[src/design/xsfr_pkg.sv]
// Constants shared by the xdata address extension and port SFR logic.
// Assumes an 8-bit SFR address space driven by the processor core.
`default_nettype none
package xsfr_pkg;
    localparam int ADDR_W = 24;
    localparam int NUM_PORTS = 9;
    // Port numbers served through SFRs, in bank order
    localparam logic [3:0] PORT_NUM [NUM_PORTS] = '{
        4'h0, 4'h1, 4'h2, 4'h3, 4'h4, 4'h5, 4'h6, 4'hC, 4'hF};
    // Extension register offsets in SFR space
    localparam logic [7:0] OFS_PTR_A_LO = 8'h82;
    localparam logic [7:0] OFS_PTR_A_HI = 8'h83;
    localparam logic [7:0] OFS_PTR_B_LO = 8'h84;
    localparam logic [7:0] OFS_PTR_B_HI = 8'h85;
    localparam logic [7:0] OFS_PTR_SEL = 8'h86;
    localparam logic [7:0] OFS_PTR_A_UP = 8'h93;
    localparam logic [7:0] OFS_PTR_B_UP = 8'h95;
    localparam logic [7:0] OFS_IND_TOP = 8'hEA;
    localparam logic [7:0] OFS_IND_MID = 8'hA0;
    // Port k: fast data at base+3k, select at base+3k+1, pin state at base+3k+2
    localparam logic [7:0] OFS_PORT_BASE = 8'hC0;
    localparam logic [1:0] PORT_STRIDE = 2'd3;
    localparam logic [1:0] SUB_DATA = 2'd0;
    localparam logic [1:0] SUB_SEL = 2'd1;
    localparam logic [1:0] SUB_PIN = 2'd2;
    // Reset values
    localparam logic [7:0] RST_BYTE = 8'h00;
    localparam logic [7:0] RST_SEL = 8'h00;
    typedef enum logic [1:0] {PTR_HOLD, PTR_INC, PTR_LOAD} ptr_op_t;
endpackage : xsfr_pkg
`default_nettype wire

[src/design/port_sfr_if.sv]
// Register access path between the SFR decoder and the port bank.
// Assumes both ends share clk_sys_in.
`default_nettype none
interface port_sfr_if;
    logic ce;
    logic wr;
    logic [7:0] addr;
    logic [7:0] wdata;
    logic [7:0] rdata;
    logic hit;
    modport decoder (output ce, output wr, output addr, output wdata, input rdata, input hit);
    modport bank (input ce, input wr, input addr, input wdata, output rdata, output hit);
endinterface : port_sfr_if
`default_nettype wire

[src/design/port_sfr_bank.sv]
// Per-port fast output data, output source select and pin state registers.
// Assumes pins arrive asynchronously; hub data comes from the same clock.
`default_nettype none
module port_sfr_bank
    import xsfr_pkg::*;
#(
    parameter int PORTS = NUM_PORTS
) (
    input wire logic clk, // System clock
    input wire logic rst_n, // Synchronised reset, active low
    port_sfr_if.bank bus, // Register access
    input wire logic [8*PORTS-1:0] pin_in, // Raw pin levels
    input wire logic [8*PORTS-1:0] hub_data_in, // Hub output data
    output logic [8*PORTS-1:0] pin_out // Output buffer drive
);
    logic [PORTS-1:0] hit_vec;
    logic [7:0] rd_vec [PORTS];

    genvar k;
    generate
        for (k = 0; k < PORTS; k++) begin : g_port
            localparam logic [7:0] A_DATA = 8'(OFS_PORT_BASE + 8'(k * PORT_STRIDE) + SUB_DATA);
            localparam logic [7:0] A_SEL = 8'(OFS_PORT_BASE + 8'(k * PORT_STRIDE) + SUB_SEL);
            localparam logic [7:0] A_PIN = 8'(OFS_PORT_BASE + 8'(k * PORT_STRIDE) + SUB_PIN);
            logic [7:0] fast_data;
            logic [7:0] src_sel;
            logic [7:0] pin_meta;
            logic [7:0] pin_state;

            always_ff @(posedge clk or negedge rst_n) begin
                if (!rst_n) begin
                    fast_data <= RST_BYTE;
                end else if (bus.ce && bus.wr && bus.addr == A_DATA) begin
                    fast_data <= bus.wdata;
                end
            end

            always_ff @(posedge clk or negedge rst_n) begin
                if (!rst_n) begin
                    src_sel <= RST_SEL;
                end else if (bus.ce && bus.wr && bus.addr == A_SEL) begin
                    src_sel <= bus.wdata;
                end
            end

            always_ff @(posedge clk or negedge rst_n) begin
                if (!rst_n) begin
                    pin_meta <= RST_BYTE;
                    pin_state <= RST_BYTE;
                end else if (bus.ce) begin
                    pin_meta <= pin_in[8*k +: 8];
                    pin_state <= pin_meta;
                end
            end

            always_ff @(posedge clk or negedge rst_n) begin
                if (!rst_n) begin
                    pin_out[8*k +: 8] <= RST_BYTE;
                end else if (bus.ce) begin
                    pin_out[8*k +: 8] <= (src_sel & fast_data) | (~src_sel & hub_data_in[8*k +: 8]);
                end
            end

            always_comb begin
                hit_vec[k] = 1'b1;
                rd_vec[k] = RST_BYTE;
                if (bus.addr == A_DATA) begin
                    rd_vec[k] = fast_data;
                end else if (bus.addr == A_SEL) begin
                    rd_vec[k] = src_sel;
                end else if (bus.addr == A_PIN) begin
                    rd_vec[k] = pin_state;
                end else begin
                    hit_vec[k] = 1'b0;
                end
            end
        end
    endgenerate

    always_comb begin
        bus.rdata = RST_BYTE;
        for (int i = 0; i < PORTS; i++) begin
            bus.rdata = bus.rdata | rd_vec[i];
        end
    end

    assign bus.hit = |hit_vec;
endmodule : port_sfr_bank
`default_nettype wire

[src/design/xdata_sfr.sv]
// Data pointer select, xdata upper-address extension and port SFRs.
// Assumes the core presents one SFR access and one instruction event per
// enabled cycle on clk_sys_in, and pin levels arrive asynchronously.
`default_nettype none
module xdata_sfr
    import xsfr_pkg::*;
#(
    parameter int PORTS = NUM_PORTS
) (
    input wire logic clk_sys_in, // System clock, 25 MHz
    input wire logic rst_n_in, // Asynchronous reset, active low
    input wire logic ce_in, // Clock enable, freezes all state when low
    input wire logic sfr_wr_in, // SFR write strobe
    input wire logic sfr_rd_in, // SFR read strobe
    input wire logic [7:0] sfr_addr_in, // SFR address
    input wire logic [7:0] sfr_wdata_in, // SFR write data
    output logic [7:0] sfr_rdata_out, // SFR read data, one cycle after read
    output logic sfr_rvalid_out, // Read data valid pulse
    input wire ptr_op_t ptr_op_in, // Pointer increment or immediate load
    input wire logic [15:0] ptr_imm_in, // Immediate pointer value
    input wire logic external_data_move_in, // External-data move issued
    input wire logic external_data_move_indexed_in, // Move uses an index register
    input wire logic [7:0] index_val_in, // Value of the index register used
    output logic [15:0] active_ptr_out, // Selected pointer for reads and jumps
    output logic [ADDR_W-1:0] xaddr_out, // External-data address
    output logic xaddr_valid_out, // Address valid pulse
    input wire logic [8*PORTS-1:0] pin_in, // Port pin levels
    input wire logic [8*PORTS-1:0] hub_data_in, // Hub output data per pin
    output logic [8*PORTS-1:0] pin_out_out // Drive to pin output buffers
);
    logic rst_meta;
    logic rst_n;
    logic ptr_sel;
    logic [15:0] ptr [2];
    logic [7:0] ptr_up [2];
    logic [7:0] ind_top;
    logic [7:0] ind_mid;
    logic [7:0] next_rdata;
    logic wr_en;

    port_sfr_if pbus ();

    always_ff @(posedge clk_sys_in or negedge rst_n_in) begin
        if (!rst_n_in) begin
            rst_meta <= 1'b0;
            rst_n <= 1'b0;
        end else begin
            rst_meta <= 1'b1;
            rst_n <= rst_meta;
        end
    end

    assign wr_en = ce_in && sfr_wr_in;

    always_ff @(posedge clk_sys_in or negedge rst_n) begin
        if (!rst_n) begin
            ptr_sel <= 1'b0;
        end else if (wr_en && sfr_addr_in == OFS_PTR_SEL) begin
            ptr_sel <= sfr_wdata_in[0];
        end
    end

    // selected pointer takes inc and load
    always_ff @(posedge clk_sys_in or negedge rst_n) begin
        if (!rst_n) begin
            ptr[0] <= {RST_BYTE, RST_BYTE};
            ptr[1] <= {RST_BYTE, RST_BYTE};
        end else if (ce_in) begin
            // Instruction ops win over a same-cycle SFR write to either pointer
            if (ptr_op_in == PTR_INC) begin
                ptr[ptr_sel] <= 16'(ptr[ptr_sel] + 16'h0001);
            end else if (ptr_op_in == PTR_LOAD) begin
                ptr[ptr_sel] <= ptr_imm_in;
            end else if (sfr_wr_in) begin
                if (sfr_addr_in == OFS_PTR_A_LO) begin
                    ptr[0][7:0] <= sfr_wdata_in;
                end else if (sfr_addr_in == OFS_PTR_A_HI) begin
                    ptr[0][15:8] <= sfr_wdata_in;
                end else if (sfr_addr_in == OFS_PTR_B_LO) begin
                    ptr[1][7:0] <= sfr_wdata_in;
                end else if (sfr_addr_in == OFS_PTR_B_HI) begin
                    ptr[1][15:8] <= sfr_wdata_in;
                end
            end
        end
    end

    always_ff @(posedge clk_sys_in or negedge rst_n) begin
        if (!rst_n) begin
            ptr_up[0] <= RST_BYTE;
            ptr_up[1] <= RST_BYTE;
            ind_top <= RST_BYTE;
            ind_mid <= RST_BYTE;
        end else if (wr_en) begin
            if (sfr_addr_in == OFS_PTR_A_UP) begin
                ptr_up[0] <= sfr_wdata_in;
            end else if (sfr_addr_in == OFS_PTR_B_UP) begin
                ptr_up[1] <= sfr_wdata_in;
            end else if (sfr_addr_in == OFS_IND_TOP) begin
                ind_top <= sfr_wdata_in;
            end else if (sfr_addr_in == OFS_IND_MID) begin
                ind_mid <= sfr_wdata_in;
            end
        end
    end

    // pointer for table reads and jumps
    always_ff @(posedge clk_sys_in or negedge rst_n) begin
        if (!rst_n) begin
            active_ptr_out <= {RST_BYTE, RST_BYTE};
        end else if (ce_in) begin
            active_ptr_out <= ptr[ptr_sel];
        end
    end

    // extensions reach the address only on a move
    always_ff @(posedge clk_sys_in or negedge rst_n) begin
        if (!rst_n) begin
            xaddr_out <= {RST_BYTE, RST_BYTE, RST_BYTE};
            xaddr_valid_out <= 1'b0;
        end else if (ce_in) begin
            xaddr_valid_out <= external_data_move_in;
            if (external_data_move_in) begin
                if (external_data_move_indexed_in) begin
                    // top and middle from indirect bytes
                    xaddr_out <= {ind_top, ind_mid, index_val_in};
                end else begin
                    xaddr_out <= {ptr_up[ptr_sel], ptr[ptr_sel]};
                end
            end
        end
    end

    assign pbus.ce = ce_in;
    assign pbus.wr = sfr_wr_in;
    assign pbus.addr = sfr_addr_in;
    assign pbus.wdata = sfr_wdata_in;

    port_sfr_bank #(
        .PORTS(PORTS)
    ) u_bank (
        .clk(clk_sys_in),
        .rst_n(rst_n),
        .bus(pbus),
        .pin_in(pin_in),
        .hub_data_in(hub_data_in),
        .pin_out(pin_out_out)
    );

    // Unmapped addresses read as zero
    always_comb begin
        next_rdata = RST_BYTE;
        if (sfr_addr_in == OFS_PTR_SEL) begin
            next_rdata = {7'h00, ptr_sel};
        end else if (sfr_addr_in == OFS_PTR_A_LO) begin
            next_rdata = ptr[0][7:0];
        end else if (sfr_addr_in == OFS_PTR_A_HI) begin
            next_rdata = ptr[0][15:8];
        end else if (sfr_addr_in == OFS_PTR_B_LO) begin
            next_rdata = ptr[1][7:0];
        end else if (sfr_addr_in == OFS_PTR_B_HI) begin
            next_rdata = ptr[1][15:8];
        end else if (sfr_addr_in == OFS_PTR_A_UP) begin
            next_rdata = ptr_up[0];
        end else if (sfr_addr_in == OFS_PTR_B_UP) begin
            next_rdata = ptr_up[1];
        end else if (sfr_addr_in == OFS_IND_TOP) begin
            next_rdata = ind_top;
        end else if (sfr_addr_in == OFS_IND_MID) begin
            next_rdata = ind_mid;
        end else if (pbus.hit) begin
            next_rdata = pbus.rdata;
        end
    end

    always_ff @(posedge clk_sys_in or negedge rst_n) begin
        if (!rst_n) begin
            sfr_rdata_out <= RST_BYTE;
            sfr_rvalid_out <= 1'b0;
        end else if (ce_in) begin
            sfr_rvalid_out <= sfr_rd_in;
            if (sfr_rd_in) begin
                sfr_rdata_out <= next_rdata;
            end
        end
    end
endmodule : xdata_sfr
`default_nettype wire

[config.mk]
export PLATFORM = sky130hd
export DESIGN_NAME = xdata_sfr
export DESIGN_NICKNAME = d
export VERILOG_FILES = /design/src/design/xsfr_pkg.sv /design/src/design/port_sfr_if.sv /design/src/design/port_sfr_bank.sv /design/src/design/xdata_sfr.sv
export SDC_FILE = /design/constraint.sdc
export NUM_CORES = 1
export LEC_CHECK = 0
export BUFFER_PORTS_ARGS = -buffer_cell sky130_fd_sc_hd__buf_2
export CAP_MARGIN = 5
export CORE_ASPECT_RATIO = 1.2
export CORE_MARGIN = 2
export CORE_UTILIZATION = 55
export DETAILED_ROUTE_END_ITERATION = 7
export MAX_ROUTING_LAYER = met4
export PLACE_DENSITY_LB_ADDON = 0.15
export SLEW_MARGIN = 20
export SYNTH_ARGS = -nofsm -noshare
export SYNTH_HDL_FRONTEND = slang
export SYNTH_SLANG_ARGS = --single-unit
export TNS_END_PERCENT = 10
[constraint.sdc]
create_clock -name clk_sys_in -period 20 [get_ports clk_sys_in]
set_input_delay 4 -clock clk_sys_in [delete_from_list [all_inputs] [get_ports clk_sys_in]]
set_output_delay 4 -clock clk_sys_in [all_outputs]
set_load 0.1 [all_outputs]
==> run_results.csv <==
group,metric,value,unit
outcome,status,"finished, final reports clean",
die,die_h,226.2,microns
sta,fin_ws,13.23,ns
clock_network,cts_hold_buf,0,
grt,grt_pass1_vias,17680,
setup_path,cp-start-kind,"primary input",
grt,antenna_found_initial,3,
synth,synth-seq-area-share,52.75,%
worst_hold_path,hp-class,"reg2reg",
worst_hold_path,hold_start,"rst_meta$_DFF_PN0_",
placed_design,place_ws,12.52,ns
synth,synth_cells,1981,
grt,grt_max_degree,220,
clock_network,clockBufferDepth,3,
setup_path,ff2ff_path_depth,7,
setup_path,crit_type,"in2reg",
final_layout,final_cell_mix,"475 x dfrtp_1, 327 x mux2_2, 313 x buf_2",
placed_design,port-buffer-count,314,
die,core,40640,sq um
synth,synth_nets,2177,
synth,synthArstFlopShare,100.0,%
sta,setup_viol,0,
clock_network,cts.sinks,477,
final_layout,drive_gt1_share,34.51,%
setup_path,worstSetupStartpoint,"ce_in",
sta,rsz0062_at_grt,"false",
grt,grt_overflow_total,0,
die,start_util,55.68,%
sta,fin_crit_sh,33.85,%
final_layout,fin_area,26280,sq um
power,netSwitchingPower,0.8948,mW
setup_path,r2r-start,"ptr_sel$_DFFE_PN0P_",
sta,clock_skew,0.009377,ns
setup_path,end_kind,"flip-flop",
clock_network,cts_resized,0,
synth,yosysWarnings,0,
sta,fin_crit,6.770,ns
sta,worst_slew_pin_slew,1.170,ns
route,post-route-drc-count,0,
sta,setup-tns-final,0,ns
clock_network,clockRootBuffer,"clkbuf_16",
route,first_iter_violations,1798,
sta,slew_headroom,22.02,%
clock_network,cts_buffers,48,
route,wl,76980,microns
setup_path,cp.required,20.47,ns
route,vias,17940,
power,combPwrFrac,20.4,%
sta,fmax,147.7,MHz
synth,synth-seq-cells,477,
power,netSwitchingFraction,33.86,%
die,rows,81,
power,pwr-share-clk,35.9,%
route,postRouteAntennaNets,0,
grt,grt_pass1_wl,113700,microns
synth,ys.flop_type,"dfrtp_1",
setup_path,r2r_end,"ptr[15]$_DFFE_PN0P_",
route,first_pass_iters,8,
placed_design,placed_area,24590,sq um
power,internal-power,1.748,mW
placed_design,routabilityCongestion,1.017,
grt,grtUsageTotal,37.01,%
power,pwr-share-seq,43.7,%
die,pin_count,315,
route,wl_per_cell,27.44,microns
clock_network,post_cts_buffers,0,
power,p_per_area,100.6,nW/um^2
clock_network,path_clk_slew,0.06,ns
final_layout,mostFrequentLayoutCell,"dfrtp_1",
clock_network,insertion_delay,0.59,ns
clock_network,cts_tree,"done",
run,cap_violations,0,
synth,synth.distinct_cells,79,
synth,syn_area_per_cell,11.42,sq um
final_layout,nets,2423,
setup_path,r2r_setup_slack,16.37,ns
die,die-area,42790,sq um
worst_hold_path,hold_path_end,"rst_n$_DFF_PN0_",
placed_design,hpwl,54980,microns
power,p_leak,11.68,nW
power,ir_drop,74.05,uV
setup_path,arrival,7.24,ns
synth,syn_area,22630,sq um
final_layout,area_growth_syn_to_layout,16.11,%
synth,synth_edf_count,0,
clock_network,cts_max_level,2,
route,viasPerCell,6.396,
sta,hold_violations,0,
setup_path,critPathMaxFanout,219,
worst_hold_path,hold-path-cell-count,0,
sta,drv_slew,0,
die,die_x,189.2,microns
[registers in the layout (all words and copies together), names as in the netlist, 16 cells and up]
signal                   count
xaddr_out                   24
u_bank.g_port.pin_state     72
u_bank.g_port.fast_data     72
u_bank.pin_out              72
active_ptr_out              16
ptr                         32
u_bank.g_port.pin_meta      72
u_bank.g_port.src_sel       72
ptr_up                      16
[cells by family after synthesis]
group                      share of synthesized area (%)
muxes                                              22.51
buffers and inverters                              2.737
DFF                                                52.75
other                                            0.01657
AOI/OAI and AO/OA                                  12.35
adders and majority gates                         0.1659
and+or+nand+nor                                    9.360
xor gates and xnor gates                          0.1161
[routing by layer]
layer / GRT usage, % / share of wire [%]
met2: 57.26 / 47
met5: - / 0
met4: 19.66 / 6.1
met1: 46.88 / 39
met3: 6.294 / 8.0
[metrics by stage]
stage	total power [mW]	cells	hold WS (ns)	utilization [%]
final	2.643	2805	0.3533	64.65
after global routing	2.726	2805	0.3559	64.65
after CTS	2.646	2802	0.3566	64.59
after detailed placement	1.704	2716	0.3428	60.52
after global placement	1.695	2716	0.3386	60.50
after floorplan	1.534	1981	0.3312	-
[power by group through the flow]
stage               clock network [mW]  registers (mW)  logic, mW
floorplan                            0            1.35      0.180
global placement                     0            1.17      0.528
detailed placement                   0            1.17      0.535
CTS                              0.957            1.15      0.536
global route                     0.997            1.16      0.566
finish                           0.949            1.16      0.539
[cells in the mapped netlist (14+ instances only)]
master	instances	share of area (%)
dfrtp_1	477	53
mux2_2	327	16
a21oi_1	200	4.4
nor2_1	155	2.6
mux2i_1	132	5.8
clkbuf_1	119	2.0
nand2_1	91	1.5
o21ai_0	72	1.6
nor3_1	35	0.77
a22oi_1	29	0.96
nor2b_1	25	0.69
nand3_1	24	0.53
buf_1	21	0.35
inv_1	14	0.23
[how the worst max path moves through the flow]
stage | end | slack (ns) | cells past startpoint
6_report | u_bank.g_port[8].fast_data[5]$_DFFE_PN0P_ | 13.23 | 5
5_1_grt | u_bank.g_port[8].fast_data[3]$_DFFE_PN0P_ | 12.90 | 5
4_1_cts | u_bank.g_port[8].src_sel[3]$_DFFE_PN0P_ | 13.14 | 5
3_5_place_dp | u_bank.g_port[8].src_sel[5]$_DFFE_PN0P_ | 12.52 | 5
3_3_place_gp | u_bank.g_port[8].src_sel[5]$_DFFE_PN0P_ | 12.68 | 5
2_1_floorplan | active_ptr_out[0]$_DFFE_PN0P_ | 5.72 | 0
[final cells by class]
type                            count  area (sq um)
Fill cell                        3252         14370
Sequential cell                   477         11940
Multi-Input combinational cell   1343         10120
Timing Repair Buffer              343          1819
Clock buffer                       67          1394
Tap cell                          539         674.4
Clock inverter                     19         261.5
Inverter                           14         52.55
Antenna cell                        3         7.507
[worst max-delay path: stages]
cell     delay (ns)
buf_8          0.44
buf_12         0.65
nand3_1        0.57
nor4_2         0.93
mux2_2         0.42
Power figures use the tool's default switching activity.
